==> src/inc/vdiom_pkg.sv <==
// Constants, register map and carrier types of the virtual digital I/O mapper.
// Assumes a 100 MHz system clock and a single AHB-Lite master on the register bus.
// Contract
// - Duplicate nonzero virtual input functions raise warning
// - Source select 1 takes virtual level instead
// - Eight virtual input levels, reset 0, immediate
// - Full variant eight inputs, compact variant four
// - Polarity select; change valid after 3 ms (the mapper applies a polarity write on the next clock, without the filter)
// - Compact variant lacks virtual inputs 5 to 8
// - Four virtual output levels, reset 0, immediate
// - Functions 145 to 148 route virtual outputs
// - Duplicate output functions except 128 raise warning
package vdiom_pkg;

	// ==========================================================
	// Sizes
	localparam int          NUM_CH         = 8;
	localparam int          NUM_CH_COMPACT = 4;
	localparam int          NUM_VOUT       = 4;
	localparam int          NUM_DO         = 4;

	// ==========================================================
	// Timing
	localparam int          CLK_MHZ        = 100;
	localparam int          FILTER_TIME_US = 3000;
	localparam int          FILTER_CYCLES  = FILTER_TIME_US * CLK_MHZ;

	// ==========================================================
	// Register byte addresses (low byte of the bus address)
	localparam logic [7:0]  ADDR_VIN_LEVEL   = 8'h00;
	localparam logic [7:0]  ADDR_SRC_SEL     = 8'h04;
	localparam logic [7:0]  ADDR_POLARITY    = 8'h08;
	localparam logic [7:0]  ADDR_VOUT_LEVEL  = 8'h0C;
	localparam logic [7:0]  ADDR_VIN_FUNC_LO = 8'h10;
	localparam logic [7:0]  ADDR_VIN_FUNC_HI = 8'h14;
	localparam logic [7:0]  ADDR_DO_FUNC     = 8'h18;
	localparam logic [7:0]  ADDR_STATE       = 8'h20;
	localparam logic [7:0]  ADDR_IRQ_STATUS  = 8'h24;
	localparam logic [7:0]  ADDR_IRQ_MASK    = 8'h28;

	// ==========================================================
	// Field positions
	localparam int          STATE_HW_POS   = 8;
	localparam int          STATE_IDUP_POS = 16;
	localparam int          STATE_ODUP_POS = 17;
	localparam int          STATE_DO_POS   = 20;
	localparam int          IRQ_IDUP_BIT   = 0;
	localparam int          IRQ_ODUP_BIT   = 1;
	localparam int          IRQ_CHG_BIT    = 2;
	localparam int          IRQ_W          = 3;

	// ==========================================================
	// Function numbers and reset values
	localparam logic [7:0]  FUNC_IN_NONE   = 8'h00;
	localparam logic [7:0]  FUNC_OUT_NONE  = 8'h80;
	localparam logic [7:0]  FUNC_VDO_FIRST = 8'h91;
	localparam logic [7:0]  FUNC_VDO_LAST  = 8'h94;
	localparam logic [7:0]  RST_CH_BITS    = 8'h00;
	localparam logic [3:0]  RST_VOUT       = 4'h0;
	localparam logic [IRQ_W-1:0] RST_IRQ   = 3'h0;
	localparam logic [7:0]  MASK_COMPACT   = 8'h0F;
	localparam logic [7:0]  MASK_FULL      = 8'hFF;

	// ==========================================================
	// Carriers
	typedef struct packed {
		logic       valid;
		logic       write;
		logic [7:0] addr;
	} vdiom_phase_t;

	typedef struct packed {
		logic in_dup;
		logic out_dup;
	} vdiom_warn_t;

endpackage

==> src/rtl/vdiom_in_filter.sv <==
// One hardware input channel: synchroniser and persistence qualifier.
// Assumes the pin is asynchronous to the clock.
`timescale 1ns/1ps
`default_nettype none
module vdiom_in_filter #(
	parameter int P_CYCLES = vdiom_pkg::FILTER_CYCLES
) (
	input  wire logic i_clock,
	input  wire logic i_nrst,
	input  wire logic i_pin,
	output var  logic o_level
);

	localparam int CW = $clog2(P_CYCLES + 1);

	logic          sync_a;
	logic          sync_b;
	logic [CW-1:0] count;

	// ==========================================================
	// Synchroniser; only sync_b is looked at
	always_ff @(posedge i_clock or negedge i_nrst) begin
		if (!i_nrst) begin
			sync_a <= 1'b0;
			sync_b <= 1'b0;
		end else begin
			sync_a <= i_pin;
			sync_b <= sync_a;
		end
	end

	// ==========================================================
	// Accept a new level once it has differed for P_CYCLES+1 samples,
	// so a change must last strictly longer than the filter time
	always_ff @(posedge i_clock or negedge i_nrst) begin
		if (!i_nrst) begin
			count   <= '0;
			o_level <= 1'b0;
		end else if (sync_b == o_level) begin
			count <= '0; // Glitch shorter than the window is dropped
		end else if (count == CW'(P_CYCLES)) begin
			o_level <= sync_b;
			count   <= '0;
		end else begin
			count <= count + CW'(1);
		end
	end

endmodule
`default_nettype wire

==> src/rtl/vdiom_mapper.sv <==
// Virtual digital input/output mapper with AHB-Lite register slave.
// Assumes one AHB-Lite master, word transfers, and asynchronous input pins.
`timescale 1ns/1ps
`default_nettype none
module vdiom_mapper #(
	parameter int P_FILTER_CYCLES = vdiom_pkg::FILTER_CYCLES,
	parameter bit P_COMPACT       = 1'b0
) (
	input  wire logic        I_CLOCK,
	input  wire logic        I_NRST,
	input  wire logic        I_HSEL,
	input  wire logic [31:0] I_HADDR,
	input  wire logic [1:0]  I_HTRANS,
	input  wire logic        I_HWRITE,
	input  wire logic [2:0]  I_HSIZE,
	input  wire logic [31:0] I_HWDATA,
	input  wire logic        I_HREADY,
	output var  logic        O_HREADYOUT,
	output var  logic [31:0] O_HRDATA,
	output var  logic        O_HRESP,
	input  wire logic [7:0]  I_DI_PIN,
	input  wire logic [3:0]  I_DO_DRIVE,
	output var  logic [7:0]  O_DI_LEVEL,
	output var  logic [3:0]  O_DO_PIN,
	output var  logic        O_IN_DUP_WARN,
	output var  logic        O_OUT_DUP_WARN,
	output var  logic        O_IRQ
);

	// ==========================================================
	// Helpers

	// Any two enabled entries with equal function other than skip
	function automatic logic dup_found(input logic [7:0][7:0] func,
	                                   input logic [7:0]      en,
	                                   input logic [7:0]      skip);
		logic hit;
		hit = 1'b0;
		for (int i = 0; i < 8; i++) begin
			for (int j = i + 1; j < 8; j++) begin
				if (en[i] && en[j] && func[i] == func[j] && func[i] != skip) begin
					hit = 1'b1;
				end
			end
		end
		return hit;
	endfunction

	// Channels that exist in this variant
	localparam logic [7:0] CH_MASK = P_COMPACT ? vdiom_pkg::MASK_COMPACT : vdiom_pkg::MASK_FULL;

	// ==========================================================
	// Declarations
	vdiom_pkg::vdiom_phase_t         dphase;
	logic                            rd_wait;
	logic [7:0]                      rd_addr;
	logic [7:0]                      vin_level;
	logic [7:0]                      src_sel;
	logic [7:0]                      polarity;
	logic [3:0]                      vout_level;
	logic [7:0][7:0]                 vin_func;
	logic [3:0][7:0]                 do_func;
	logic [vdiom_pkg::IRQ_W-1:0]     irq_status;
	logic [vdiom_pkg::IRQ_W-1:0]     irq_mask;
	logic [7:0]                      hw_level;
	logic [7:0]                      next_di_level;
	logic [3:0]                      next_do_pin;
	vdiom_pkg::vdiom_warn_t          next_warn;
	vdiom_pkg::vdiom_warn_t          warn;
	logic [vdiom_pkg::IRQ_W-1:0]     irq_event;
	logic                            addr_take;
	logic                            wr_en;
	logic [31:0]                     wdata;
	logic [7:0]                      waddr;

	// ==========================================================
	// Hardware input channels
	genvar g;
	generate
		for (g = 0; g < vdiom_pkg::NUM_CH; g++) begin : gen_ch
			if (CH_MASK[g]) begin : gen_hw
				vdiom_in_filter #(
					.P_CYCLES (P_FILTER_CYCLES)
				) u_filter (
					.i_clock  (I_CLOCK),
					.i_nrst   (I_NRST),
					.i_pin    (I_DI_PIN[g]),
					.o_level  (hw_level[g])
				);
			end else begin : gen_absent
				assign hw_level[g] = 1'b0;
			end
		end
	endgenerate

	// ==========================================================
	// AHB-Lite address and data phase tracking
	assign addr_take = I_HSEL && I_HTRANS[1] && I_HREADY;
	assign wr_en     = dphase.valid && dphase.write;
	assign wdata     = I_HWDATA;
	assign waddr     = dphase.addr;

	// Capture the address phase; writes complete without wait states
	always_ff @(posedge I_CLOCK or negedge I_NRST) begin
		if (!I_NRST) begin
			dphase <= '0;
		end else if (addr_take) begin
			dphase.valid <= 1'b1;
			dphase.write <= I_HWRITE;
			dphase.addr  <= {I_HADDR[7:2], 2'b00};
		end else if (O_HREADYOUT) begin
			dphase <= '0;
		end
	end

	// Reads insert one wait state so a write just before is visible
	always_ff @(posedge I_CLOCK or negedge I_NRST) begin
		if (!I_NRST) begin
			rd_wait     <= 1'b0;
			rd_addr     <= 8'h00;
			O_HREADYOUT <= 1'b1;
		end else if (addr_take && !I_HWRITE) begin
			rd_wait     <= 1'b1;
			rd_addr     <= {I_HADDR[7:2], 2'b00};
			O_HREADYOUT <= 1'b0;
		end else begin
			rd_wait     <= 1'b0;
			O_HREADYOUT <= 1'b1;
		end
	end

	// Response is always OKAY
	always_ff @(posedge I_CLOCK or negedge I_NRST) begin
		if (!I_NRST) begin
			O_HRESP <= 1'b0;
		end else begin
			O_HRESP <= 1'b0;
		end
	end

	// ==========================================================
	// Read data; unmapped and absent fields read as zero
	always_ff @(posedge I_CLOCK or negedge I_NRST) begin
		if (!I_NRST) begin
			O_HRDATA <= 32'h0000_0000;
		end else if (rd_wait) begin
			O_HRDATA <= 32'h0000_0000;
			unique case (rd_addr)
				vdiom_pkg::ADDR_VIN_LEVEL:   O_HRDATA[7:0] <= vin_level;
				vdiom_pkg::ADDR_SRC_SEL:     O_HRDATA[7:0] <= src_sel;
				vdiom_pkg::ADDR_POLARITY:    O_HRDATA[7:0] <= polarity;
				vdiom_pkg::ADDR_VOUT_LEVEL:  O_HRDATA[3:0] <= vout_level;
				vdiom_pkg::ADDR_VIN_FUNC_LO: O_HRDATA <= {vin_func[3], vin_func[2], vin_func[1], vin_func[0]};
				vdiom_pkg::ADDR_VIN_FUNC_HI: O_HRDATA <= {vin_func[7], vin_func[6], vin_func[5], vin_func[4]};
				vdiom_pkg::ADDR_DO_FUNC:     O_HRDATA <= {do_func[3], do_func[2], do_func[1], do_func[0]};
				vdiom_pkg::ADDR_STATE: begin
					O_HRDATA[7:0] <= O_DI_LEVEL;
					O_HRDATA[vdiom_pkg::STATE_HW_POS +: 8] <= hw_level;
					O_HRDATA[vdiom_pkg::STATE_IDUP_POS] <= warn.in_dup;
					O_HRDATA[vdiom_pkg::STATE_ODUP_POS] <= warn.out_dup;
					O_HRDATA[vdiom_pkg::STATE_DO_POS +: 4] <= O_DO_PIN;
				end
				vdiom_pkg::ADDR_IRQ_STATUS:  O_HRDATA[vdiom_pkg::IRQ_W-1:0] <= irq_status;
				vdiom_pkg::ADDR_IRQ_MASK:    O_HRDATA[vdiom_pkg::IRQ_W-1:0] <= irq_mask;
				default:                     O_HRDATA <= 32'h0000_0000;
			endcase
		end
	end

	// ==========================================================
	// Virtual input levels; absent channels stay zero
	always_ff @(posedge I_CLOCK or negedge I_NRST) begin
		if (!I_NRST) begin
			vin_level <= vdiom_pkg::RST_CH_BITS;
		end else if (wr_en && waddr == vdiom_pkg::ADDR_VIN_LEVEL) begin
			vin_level <= wdata[7:0] & CH_MASK;
		end
	end

	// Channel source and polarity selection
	always_ff @(posedge I_CLOCK or negedge I_NRST) begin
		if (!I_NRST) begin
			src_sel  <= vdiom_pkg::RST_CH_BITS;
			polarity <= vdiom_pkg::RST_CH_BITS;
		end else if (wr_en) begin
			if (waddr == vdiom_pkg::ADDR_SRC_SEL) begin
				src_sel <= wdata[7:0] & CH_MASK;
			end
			if (waddr == vdiom_pkg::ADDR_POLARITY) begin
				polarity <= wdata[7:0] & CH_MASK;
			end
		end
	end

	// Virtual output levels
	always_ff @(posedge I_CLOCK or negedge I_NRST) begin
		if (!I_NRST) begin
			vout_level <= vdiom_pkg::RST_VOUT;
		end else if (wr_en && waddr == vdiom_pkg::ADDR_VOUT_LEVEL) begin
			vout_level <= wdata[3:0];
		end
	end

	// Function assignments; upper virtual inputs ignored on compact parts
	always_ff @(posedge I_CLOCK or negedge I_NRST) begin
		if (!I_NRST) begin
			vin_func <= {8{vdiom_pkg::FUNC_IN_NONE}};
			do_func  <= {4{vdiom_pkg::FUNC_OUT_NONE}};
		end else if (wr_en) begin
			if (waddr == vdiom_pkg::ADDR_VIN_FUNC_LO) begin
				vin_func[3:0] <= wdata;
			end
			if (waddr == vdiom_pkg::ADDR_VIN_FUNC_HI && !P_COMPACT) begin
				vin_func[7:4] <= wdata;
			end
			if (waddr == vdiom_pkg::ADDR_DO_FUNC) begin
				do_func <= wdata;
			end
		end
	end

	// ==========================================================
	// Channel logic: source mux, then polarity. Virtual levels skip the
	// filter because they must act at once.
	always_comb begin
		next_di_level = 8'h00;
		for (int i = 0; i < vdiom_pkg::NUM_CH; i++) begin
			if (src_sel[i]) begin
				next_di_level[i] = vin_level[i] ^ polarity[i];
			end else begin
				next_di_level[i] = hw_level[i] ^ polarity[i];
			end
		end
		next_di_level = next_di_level & CH_MASK;
	end

	always_ff @(posedge I_CLOCK or negedge I_NRST) begin
		if (!I_NRST) begin
			O_DI_LEVEL <= 8'h00;
		end else begin
			O_DI_LEVEL <= next_di_level;
		end
	end

	// ==========================================================
	// Output routing: 145..148 pick a virtual output, others the dispatcher
	always_comb begin
		next_do_pin = 4'h0;
		for (int t = 0; t < vdiom_pkg::NUM_DO; t++) begin
			if (do_func[t] >= vdiom_pkg::FUNC_VDO_FIRST && do_func[t] <= vdiom_pkg::FUNC_VDO_LAST) begin
				next_do_pin[t] = vout_level[2'(do_func[t] - vdiom_pkg::FUNC_VDO_FIRST)];
			end else begin
				next_do_pin[t] = I_DO_DRIVE[t];
			end
		end
	end

	always_ff @(posedge I_CLOCK or negedge I_NRST) begin
		if (!I_NRST) begin
			O_DO_PIN <= 4'h0;
		end else begin
			O_DO_PIN <= next_do_pin;
		end
	end

	// ==========================================================
	// Duplicate warnings, recomputed every cycle from the live tables
	always_comb begin
		next_warn.in_dup  = dup_found(vin_func, CH_MASK, vdiom_pkg::FUNC_IN_NONE);
		next_warn.out_dup = dup_found({32'h0000_0000, do_func}, 8'h0F, vdiom_pkg::FUNC_OUT_NONE);
	end

	always_ff @(posedge I_CLOCK or negedge I_NRST) begin
		if (!I_NRST) begin
			warn <= '0;
		end else begin
			warn <= next_warn;
		end
	end

	always_ff @(posedge I_CLOCK or negedge I_NRST) begin
		if (!I_NRST) begin
			O_IN_DUP_WARN  <= 1'b0;
			O_OUT_DUP_WARN <= 1'b0;
		end else begin
			O_IN_DUP_WARN  <= next_warn.in_dup;
			O_OUT_DUP_WARN <= next_warn.out_dup;
		end
	end

	// ==========================================================
	// Interrupts: rising warnings and any channel change are events
	always_comb begin
		irq_event = '0;
		irq_event[vdiom_pkg::IRQ_IDUP_BIT] = next_warn.in_dup && !warn.in_dup;
		irq_event[vdiom_pkg::IRQ_ODUP_BIT] = next_warn.out_dup && !warn.out_dup;
		irq_event[vdiom_pkg::IRQ_CHG_BIT]  = next_di_level != O_DI_LEVEL;
	end

	// Write one to clear; a new event in the same cycle wins
	always_ff @(posedge I_CLOCK or negedge I_NRST) begin
		if (!I_NRST) begin
			irq_status <= vdiom_pkg::RST_IRQ;
		end else if (wr_en && waddr == vdiom_pkg::ADDR_IRQ_STATUS) begin
			irq_status <= (irq_status & ~wdata[vdiom_pkg::IRQ_W-1:0]) | irq_event;
		end else begin
			irq_status <= irq_status | irq_event;
		end
	end

	always_ff @(posedge I_CLOCK or negedge I_NRST) begin
		if (!I_NRST) begin
			irq_mask <= vdiom_pkg::RST_IRQ;
		end else if (wr_en && waddr == vdiom_pkg::ADDR_IRQ_MASK) begin
			irq_mask <= wdata[vdiom_pkg::IRQ_W-1:0];
		end
	end

	// Level output, one cycle behind the status bits
	always_ff @(posedge I_CLOCK or negedge I_NRST) begin
		if (!I_NRST) begin
			O_IRQ <= 1'b0;
		end else begin
			O_IRQ <= |(irq_status & irq_mask);
		end
	end

endmodule
`default_nettype wire

==> config.mk <==
export PLATFORM = sky130hd
export DESIGN_NAME = vdiom_mapper
export DESIGN_NICKNAME = d
export VERILOG_FILES = /design/src/inc/vdiom_pkg.sv /design/src/rtl/vdiom_in_filter.sv /design/src/rtl/vdiom_mapper.sv
export SDC_FILE = /design/constraint.sdc
export NUM_CORES = 1
export LEC_CHECK = 0
export BUFFER_PORTS_ARGS = -buffer_cell sky130_fd_sc_hd__buf_2
export CORE_AREA = 5 5 193 232
export CTS_BUF_LIST = sky130_fd_sc_hd__clkbuf_8 sky130_fd_sc_hd__clkbuf_16
export CTS_CLUSTER_SIZE = 40
export DETAILED_ROUTE_END_ITERATION = 8
export DIE_AREA = 0 0 198 237
export PLACE_DENSITY = 0.67
export SYNTH_ARGS = -nofsm -noshare
export SYNTH_HDL_FRONTEND = slang
export SYNTH_SLANG_ARGS = --single-unit
==> constraint.sdc <==
create_clock -name I_CLOCK -period 2.6 [get_ports I_CLOCK]
set_clock_uncertainty 0.2 [all_clocks]
set_input_delay 0.52 -clock I_CLOCK [delete_from_list [all_inputs] [get_ports I_CLOCK]]
set_output_delay 0.52 -clock I_CLOCK [all_outputs]
set_load 0.02 [all_outputs]
==> results of run 1 <==
[final cells by class]
class,instances,area [µm²],area share
Antenna cell,2,5.00,0.000208
Clock buffer,47,1090,0.0451
Clock inverter,23,258,0.0107
Inverter,85,319,0.0133
Multi-Input combinational cell,1462,10400,0.432
Sequential cell,369,9280,0.386
Tap cell,552,691,0.0287
Timing Repair Buffer,275,2030,0.0844
[logic make-up (layout without fill, tap and decap cells)]
family / Yosys count / after routing / share of synthesized area
xor+xnor: 424 / 424 / 0.179
mux: 195 / 195 / 0.107
simple gates: 676 / 676 / 0.157
flops: 369 / 369 / 0.444
other cells: 1 / 3 / 0.000180
compound gates: 141 / 141 / 0.0420
fa+ha+maj: 25 / 25 / 0.0150
buf+inv: 234 / 430 / 0.0561
[cell usage in the layout (no fill, tap or decap), drive strengths merged, types with 48 or more instances in the layout]
| cell type | instances |
|---|---|
| buf | 259 |
| dfrtp | 364 |
| inv | 97 |
| mux2 | 139 |
| mux2i | 48 |
| nand2 | 136 |
| nand3 | 65 |
| nand4 | 74 |
| nor2 | 247 |
| xnor2 | 261 |
| xor2 | 163 |
[critical path: stages (launching register included)]
cell and delay (ns):
dfrtp_1 0.54, buf_4 0.23, xnor2_1 0.11, nand4_1 0.07, nor2_1 0.06, nor4_1 0.23
o2111ai_1 0.18, or4_4 0.58, a22o_1 0.25
[through the flow]
| step | worst slack (ns) | hold WS, ns | std cells | util | setup TNS [ns] |
|---|---|---|---|---|---|
| after floorplan | 0.321 | 0.0244 | 2065 | - | 0 |
| after global placement | -0.0267 | 0.137 | 2727 | 0.531 | -0.0267 |
| after detailed placement | -0.0248 | 0.140 | 2727 | 0.531 | -0.0248 |
| after CTS | 0.00429 | 0.0158 | 2813 | 0.567 | 0 |
| after global routing | -0.000352 | 0.0317 | 2814 | 0.568 | -0.000352 |
| final | 0.0385 | 0.0398 | 2815 | 0.568 | 0 |
[what timing repair did]
item	4_1_cts	5_1_grt
setup endpoints to repair	1	1
hold buffers	16	0
endpoints found under the hold margin	73	0
gates resized for setup	7	25
[flip-flops by register name, indices dropped and copies added, names as in the netlist, 32 cells and up]
register	cells
O_HRDATA	32
do_func	32
vin_func	64
gen_ch.gen_hw.u_filter.count	152
[final timing paths]
path,startpoint,to,slack [ns]
min in group asynchronous,I_NRST,src_sel[6]$_DFFE_PN0P_,0.34
worst max-delay path,vin_func[62]$_DFFE_PN0P_,irq_status[0]$_DFF_PN0_,0.04
worst min register to register,gen_ch[2].gen_hw.u_filter.sync_a$_DFF_PN0_,gen_ch[2].gen_hw.u_filter.sync_b$_DFF_PN0_,0.15
max in group asynchronous,I_NRST,gen_ch[5].gen_hw.u_filter.count[4]$_DFF_PN0_,1.08
worst max register to register,vin_func[62]$_DFFE_PN0P_,irq_status[0]$_DFF_PN0_,0.04
worst min-delay path,I_HWDATA[30],vin_func[30]$_DFFE_PN0P_,0.04
[power by group through the flow]
stage / Clock, mW / Combinational (mW) / Sequential, mW
final: 5.85 / 2.27 / 6.47
after global routing: 6.19 / 2.47 / 6.50
after CTS: 5.97 / 2.28 / 6.46
after detailed placement: 0 / 2.24 / 6.57
after global placement: 0 / 2.20 / 6.55
after floorplan: 0 / 1.49 / 6.35
[routing by layer]
| metal | part of all wire | up-vias | wire [µm] |
|---|---|---|---|
| met2 | 0.50 | 424 | 28600 |
| met3 | 0.055 | 159 | 3150 |
| met1 | 0.39 | 7769 | 22000 |
| met4 | 0.055 | 6 | 3150 |
| met5 | 0.00060 | - | 34 |
| li1 | - | 7260 | - |
==> summary.md, run 1 <==
| Metric | Value |
|---|---|
| Drt pass-1 iters | `5` |
| Seq pwr share | `0.444` |
| PwrDens | `606 nW/µm²` |
| Async set-reset flop share out of synthesis | `1.00` |
| DRC viols | `0` |
| Max-slew violations | `0` |
| Total I/O pin count | `135` |
| H-Tree Level Count | `2` |
| Synth Warn # | `0` |
| Via/cell ratio | `5.55` |
| Clock Power Share | `0.401` |
| DIE AREA | `46900 µm²` |
| DR vias | `15600` |
| Root Driver | `clkbuf_16` |
| Port Buf Inserts | `103` |
| Outcome | `completed` |
| CTS Buf Count | `38` |
| Max_slew headroom | `0.588` |
| Yosys top cell area share | `0.438` |
| GRT Total Usage | `0.242` |
| Worst R2R Path Depth | `8` |
| CP max FO | `6` |
| DRT iter0 DRCs | `931` |
| Layout cell share with drive strength beyond 1 | `0.226` |
| Routed Antenna Nets | `0` |
| CTS sink cnt | `369` |
| WP data required | `2.84 ns` |
| Std-Cell Rows | `83` |
| Pint | `10.5 mW` |
| Period utilization | `0.985` |
| Post-route cell area | `24100 µm²` |
| Worst Hold Depth | `2` |
| Tot Pwr | `14.6 mW` |
| Crit Path Class | `reg -> reg` |
| Clk Latency, worst-skew pair | `0.54 ns` |
| Layout area overhead | `15.7%` |
| Kind of start point of the critical path | `register` |
| Cell with the most instances after synthesis | `dfrtp_1` |
| Max VDD drop | `0.000552 V` |
| Number of fillers in the final layout | `3661` |
| Setup Fix Bufs, Post-CTS | `0` |
| Routed wire per std cell | `20.2 µm` |
| Yosys cell types | `53` |
| Antenna violations before repair | `6` |
| Vias in the first global route | `16200` |
| Hpwl dp | `42000 µm` |
| CTS max path bufs | `3` |
| Met1 GRT Util | `0.289` |
| Busiest metal layer after global routing | `met2` |
| Initial core utilization | `0.491` |
| Power share of the combinational group | `0.156` |
| Placed cell area | `22500 µm²` |
| Worst-margin pin slew | `0.617 ns` |
| Synth Register Bits | `369` |
| Final hold violation count | `0` |
| Sw Ratio | `0.277` |
| Leading area contributor after synthesis | `dfrtp_1` |
| Die width | `198 µm` |
| Worst Path Arrival | `2.80 ns` |
| Top cells by count, synth | `dfrtp_1 (364), xnor2_1 (261), nor2_1 (247)` |
| Final setup violation count | `0` |
| Largest net degree at the start of global routing | `67` |
| CTS tree | `done` |
| Fmax | `390 MHz` |
| First-pass GRT wire length | `90100 µm` |
| Max-cap viol count | `0` |
| Psw | `4.04 mW` |
| Syn_nets | `2176` |
| Nets | `2342` |
| Clock Pin Slew Worst Setup and Hold Paths | `0.07 ns` |
| Cells after Synth | `2065` |
| GP Congestion | `0.982` |
| Top FF cell, synth | `dfrtp_1` |
| Gr ovfl total | `0` |
| Cell Area, Synth | `20800 µm²` |
| Avg Cell Area, Syn | `10.1 µm²` |
| M3 GR Usage | `0.0427` |
| Synth area leaders | `dfrtp_1 (44%), xnor2_1 (11%), mux2_2 (7.5%), xor2_1 (6.9%), nor2_1 (4.5%)` |
| Hold crit path type | `in -> reg` |
| Crit. End Element | `register` |
| Final min period | `2.56 ns` |
| Die height | `237 µm` |
| WL final | `56900 µm` |
| Core area | `42400 µm²` |
| Register area share after synthesis | `0.444` |
| Leakage | `10.3 nW` |
| Post-synth EDFFs | `0` |
| GRT met2 Usage | `0.419` |
Power figures use the tool's default switching activity.
==> inputs of run 2 (changes only) <==
- RECOVER_POWER: not set -> 25
==> run 2 against run 1 <==
Compared with the run above:
- worst hold slack worse by 0.00098 ns
- die area unchanged
- sequential share of layout area grew 0.10 points
- register-to-register slack hardly changed
- total power down 0.15%
- largest power group unchanged
- highest routed layer unchanged
==> summary.md, run 2 (synthesis gave the netlist of run 1 again) <==
| Metric | Value |
|---|---|
| Outcome | `completed` |
| Clock Pin Slew Worst Setup and Hold Paths | `0.06 ns` |
| Critical path, cell by cell | `buf_4 > xnor2_1 > nand4_1 > nor2_1 > nor4_1 > o2111ai_1 > or4_4 > a22o_1` |
| Max-slew violations | `0` |
| Std-Cell Rows | `83` |
| Worst-margin pin slew | `0.946 ns` |
| First-pass GRT wire length | `90100 µm` |
| CTS max path bufs | `3` |
| Layout cell share with drive strength beyond 1 | `0.223` |
| Hold Startpoint | `I_HWDATA[30]` |
| Max VDD drop | `0.000553 V` |
| Worst R2R Start | `vin_func[62]$_DFFE_PN0P_` |
| CTS tree | `done` |
| Final hold violation count | `0` |
| Initial core utilization | `0.491` |
| Worst R2R Path Depth | `8` |
| Nets | `2342` |
| Metal1 wirelength | `22100 µm` |
| H-Tree Level Count | `2` |
| Routed Antenna Nets | `0` |
| Vias in the first global route | `16200` |
| Worst Path Arrival | `2.80 ns` |
| Core area | `42400 µm²` |
| Die width | `198 µm` |
| Crit Path Class | `reg -> reg` |
| Drt pass-1 iters | `5` |
| Slowest CP cell | `or4_4` |
| DR vias | `15600` |
| Final setup violation count | `0` |
| Number of fillers in the final layout | `3671` |
| Clk Latency, worst-skew pair | `0.54 ns` |
| Kind of start point of the critical path | `register` |
| DIE AREA | `46900 µm²` |
| Die height | `237 µm` |
| Commonest non-fill, non-tap cell in the layout | `dfrtp_1` |
| Biggest regs | `gen_ch.gen_hw.u_filter.count (152), vin_func (64)` |
| Via/cell ratio | `5.56` |
| Layout area overhead | `15.4%` |
| Post-route cell area | `24000 µm²` |
| Hpwl dp | `42000 µm` |
| Setup Fix Bufs, Post-CTS | `0` |
| Multi-input gate area in the final layout | `10400 µm²` |
| WL met2 | `28600 µm` |
| Leakage | `10.2 nW` |
| Fmax | `390 MHz` |
| Max-cap viol count | `0` |
| CTS sink cnt | `369` |
| R2R setup slack | `0.04 ns` |
| Max_slew headroom | `0.369` |
| Period utilization | `0.985` |
| Placed cell area | `22500 µm²` |
| DP Cell Count | `2727` |
| Worst Hold Slack | `0.0388 ns` |
| Crit. End Element | `register` |
| Fin cells | `2815` |
| Largest net degree at the start of global routing | `67` |
| Sum of negative setup slack | `0 ns` |
| Tot Pwr | `14.6 mW` |
| Root Driver | `clkbuf_16` |
| DR top layer | `met5` |
| Antenna violations before repair | `6` |
| WP data required | `2.84 ns` |
| Final WS setup | `0.0379 ns` |
| Port Buf Inserts | `103` |
| Routed wire per std cell | `20.2 µm` |
| CTS Buf Count | `38` |
| Final min period | `2.56 ns` |
| Total I/O pin count | `135` |
| Gr ovfl total | `0` |
| Routed wl met3 | `3050 µm` |
| Register Area | `9280 µm²` |
| Worst Hold Depth | `2` |
| Post-Place Worst Slack | `-0.0248 ns` |
| WL final | `56900 µm` |
| CP max FO | `6` |
| Fin util | `0.566` |
| Hold crit path type | `in -> reg` |
| GP Congestion | `0.982` |
| Worst r2r dst | `irq_status[0]$_DFF_PN0_` |
| Crit-path max cell delay | `0.58 ns` |
| DRC viols | `0` |
| Commonest non-fill, non-tap cells in the layout | `dfrtp_1 (333), xnor2_1 (261), nor2_1 (247), xor2_1 (163)` |
| Biggest register | `gen_ch.gen_hw.u_filter.count` |
| PwrDens | `607 nW/µm²` |
| Max reg flops | `152` |
| DRT iter0 DRCs | `967` |
| GRT Total Usage | `0.242` |
| Hold endpoint | `vin_func[30]$_DFFE_PN0P_` |
[run 2: cell count changes in the layout (fill, tap and decap cells not counted), sizes merged]
cell,previous run,this run
buf,259,251
clkbuf,47,55
[run 2: worst max path at each step]
stage | start | slack [ns] | end
floorplan | vin_func[26]$_DFFE_PN0P_ | 0.32 | irq_status[0]$_DFF_PN0_
global placement | vin_func[27]$_DFFE_PN0P_ | -0.03 | irq_status[0]$_DFF_PN0_
detailed placement | vin_func[27]$_DFFE_PN0P_ | -0.02 | irq_status[0]$_DFF_PN0_
CTS | vin_func[39]$_DFFE_PN0P_ | 0.004 | irq_status[0]$_DFF_PN0_
global route | vin_func[1]$_DFFE_PN0P_ | -0.0004 | irq_status[0]$_DFF_PN0_
finish | vin_func[62]$_DFFE_PN0P_ | 0.04 | irq_status[0]$_DFF_PN0_
[run 2: metal layers]
layer  global-route usage  vias to the layer above
li1                     -                     7261
met1                0.289                     7808
met2                0.419                      417
met3               0.0427                      154
met4                0.118                        6
met5                    0                        -
[run 2: layout make-up]
cell class | count | share of cell area
Multi-Input combinational cell | 1462 | 0.433
Tap cell | 552 | 0.0288
Clock buffer | 47 | 0.0453
Sequential cell | 369 | 0.387
Antenna cell | 2 | 0.000209
Clock inverter | 23 | 0.0107
Timing Repair Buffer | 275 | 0.0820
Inverter | 85 | 0.0133
[run 2: worst max-delay path: cells and delay by family, from the launching register on]
kind,cells,cell delay (ns)
AO/OA/AOI/OAI,2,0.43
flip-flops,1,0.54
buffers and inverters,1,0.23
XOR/XNOR,1,0.11
AND/OR/NAND/NOR,4,0.93
[run 2: report_power, final]
part / switching [mW] / internal [mW] / leakage (nW) / total, mW
Sequential: 0.460 / 6.02 / 4.70 / 6.48
Clock: 2.36 / 3.48 / 0.701 / 5.84
Combinational: 1.22 / 1.03 / 4.82 / 2.25
Total: 4.03 / 10.5 / 10.2 / 14.6
[run 2: timing repair]
item                                    CTS  global route
endpoints found under the setup margin    1             1
endpoints found under the hold margin    73             0
hold buffers                             16             0
resized for setup                         7            25
==> inputs of run 3 (changes only) <==
- CORE_AREA: 5 5 193 232 -> 5 5 229 275
- CTS_CLUSTER_DIAMETER: not set -> 120
- DIE_AREA: 0 0 198 237 -> 0 0 234 280
- PLACE_DENSITY: 0.67 -> not set
==> run 3 against run 2 <==
Compared with the run above:
- flip-flop and latch count stayed put
- design area fell by 2.4%
- largest cell class unchanged
- first-iteration DRC count up 7.5%
- sequential power is essentially flat
- global-route usage decreased by 6.3 points
- die area is 40% higher
- largest power group unchanged
- clock power fell by 52%
==> summary.md, run 3 (synthesis gave the netlist of run 1 again) <==
| Metric | Value |
|---|---|
| Port Buf Inserts | `103` |
| Layout area overhead | `12.7%` |
| Crit Path Class | `reg -> reg` |
| WP data required | `2.84 ns` |
| GRT Total Usage | `0.179` |
| DRT iter0 DRCs | `1040` |
| Via/cell ratio | `5.03` |
| Drt pass-1 iters | `5` |
| Leakage | `9.70 nW` |
| Final setup violation count | `0` |
| CP max FO | `5` |
| Number of fillers in the final layout | `6015` |
| Fin util | `0.389` |
| Worst-margin pin slew | `1.15 ns` |
| Worst Path Arrival | `2.79 ns` |
| Final min period | `2.55 ns` |
| DR vias | `15200` |
| Fin cells | `3018` |
| Die height | `280 µm` |
| CTS tree | `done` |
| CTS max path bufs | `3` |
| Largest net degree at the start of global routing | `65` |
| Hpwl dp | `44500 µm` |
| Kind of start point of the critical path | `register` |
| Biggest register | `gen_ch.gen_hw.u_filter.count` |
| Gr ovfl total | `0` |
| Register Area | `9300 µm²` |
| CTS Buf Count | `13` |
| First-pass GRT wire length | `92600 µm` |
| Std-Cell Rows | `99` |
| DP Cell Count | `2968` |
| Core area | `60200 µm²` |
| GP Congestion | `0.912` |
| Biggest regs | `gen_ch.gen_hw.u_filter.count (152), vin_func (64)` |
| CTS sink cnt | `369` |
| Period utilization | `0.980` |
| Outcome | `completed` |
| Tot Pwr | `11.6 mW` |
| Hold crit path type | `in -> reg` |
| Crit. End Element | `register` |
| Max-slew violations | `0` |
| Total I/O pin count | `135` |
| H-Tree Level Count | `1` |
| DRC viols | `0` |
| DIE AREA | `65500 µm²` |
| Routed Antenna Nets | `0` |
| WL final | `59300 µm` |
| Max VDD drop | `0.000428 V` |
| Max reg flops | `152` |
| Final hold violation count | `0` |
| Clk Latency, worst-skew pair | `0.54 ns` |
| Multi-input gate area in the final layout | `10400 µm²` |
| Commonest non-fill, non-tap cells in the layout | `dfrtp_1 (315), xnor2_1 (261), nor2_1 (247), xor2_1 (163), mux2_2 (139)` |
| Routed wire per std cell | `19.6 µm` |
| Vias in the first global route | `15900` |
| Fmax | `392 MHz` |
| Root Driver | `clkbuf_16` |
| Worst Hold Slack | `0.0197 ns` |
| Clock Pin Slew Worst Setup and Hold Paths | `0.15 ns` |
| Placed cell area | `22800 µm²` |
| Max-cap viol count | `0` |
| Layout cell share with drive strength beyond 1 | `0.215` |
| Initial core utilization | `0.345` |
| Max_slew headroom | `0.232` |
| Nets | `2312` |
| Post-route cell area | `23400 µm²` |
| Antenna violations before repair | `6` |
| PwrDens | `493 nW/µm²` |
| Commonest non-fill, non-tap cell in the layout | `dfrtp_1` |
| Die width | `234 µm` |
==> run 3: final timing paths <==
kind | start | endpoint | slack (ns) | cells after the start
setup reg to reg | vin_func[37]$_DFFE_PN0P_ | irq_status[0]$_DFF_PN0_ | 0.05 | 8
hold reg to reg | gen_ch[3].gen_hw.u_filter.sync_a$_DFF_PN0_ | gen_ch[3].gen_hw.u_filter.sync_b$_DFF_PN0_ | 0.16 | 0
setup / recovery | vin_func[37]$_DFFE_PN0P_ | irq_status[0]$_DFF_PN0_ | 0.05 | 8
min in group asynchronous | I_NRST | gen_ch[1].gen_hw.u_filter.count[9]$_DFF_PN0_ | 0.27 | 2
hold / removal | I_HADDR[3] | waddr[3]$_DFFE_PN0P_ | 0.02 | 3
max in group asynchronous | I_NRST | vin_func[60]$_DFFE_PN0P_ | 0.41 | 3
==> run 3: cell type report <==
class                      count  area share
antenna                        4    0.000427
clock inverter                 6     0.00230
sequential                   369       0.397
multi-input combinational   1462       0.444
inverter                      85      0.0136
tap                          808      0.0431
clock buffer                  14      0.0145
timing repair buffer         270      0.0850
==> run 3: per-layer routing <==
metal | up-vias | global-route usage | wire, µm
met5 | - | 0 | 0
met4 | 0 | 0.0828 | 3220
met3 | 132 | 0.0260 | 3030
met2 | 339 | 0.317 | 29800
met1 | 7544 | 0.215 | 23200
li1 | 7175 | - | -
==> run 3: power breakdown <==
group | leakage, nW | internal, mW | total [mW] | switching (mW)
clock network | 0.205 | 0.990 | 2.80 | 1.81
logic | 4.82 | 1.04 | 2.28 | 1.24
registers | 4.68 | 6.01 | 6.48 | 0.466
total | 9.70 | 8.04 | 11.6 | 3.51
==> run 3: timing repair <==
| action | 4_1_cts | 5_1_grt |
|---|---|---|
| buffers inserted | 0 | 11 |
| hold buffers | 15 | 0 |
| resized for setup | 26 | 26 |
| setup endpoints to repair | 1 | 1 |
| pin swaps | 0 | 1 |
| endpoints found under the hold margin | 61 | 0 |
==> run 3: worst max-delay path: stages (launching register included) <==
cell and delay [ns]:
dfrtp_2 0.50, buf_4 0.17, xnor2_1 0.11, nand4_1 0.10, nor2_1 0.06, nor4_2 0.30
o2111ai_1 0.17, or4_4 0.59, a22o_1 0.25
==> run 3: metrics by stage <==
step	setup slack [ns]	TNS, ns
global placement	-0.106	-0.106
finish	0.0513	0
floorplan	0.321	0
CTS	0.00410	0
detailed placement	-0.0842	-0.0842
global route	-0.0680	-0.0680
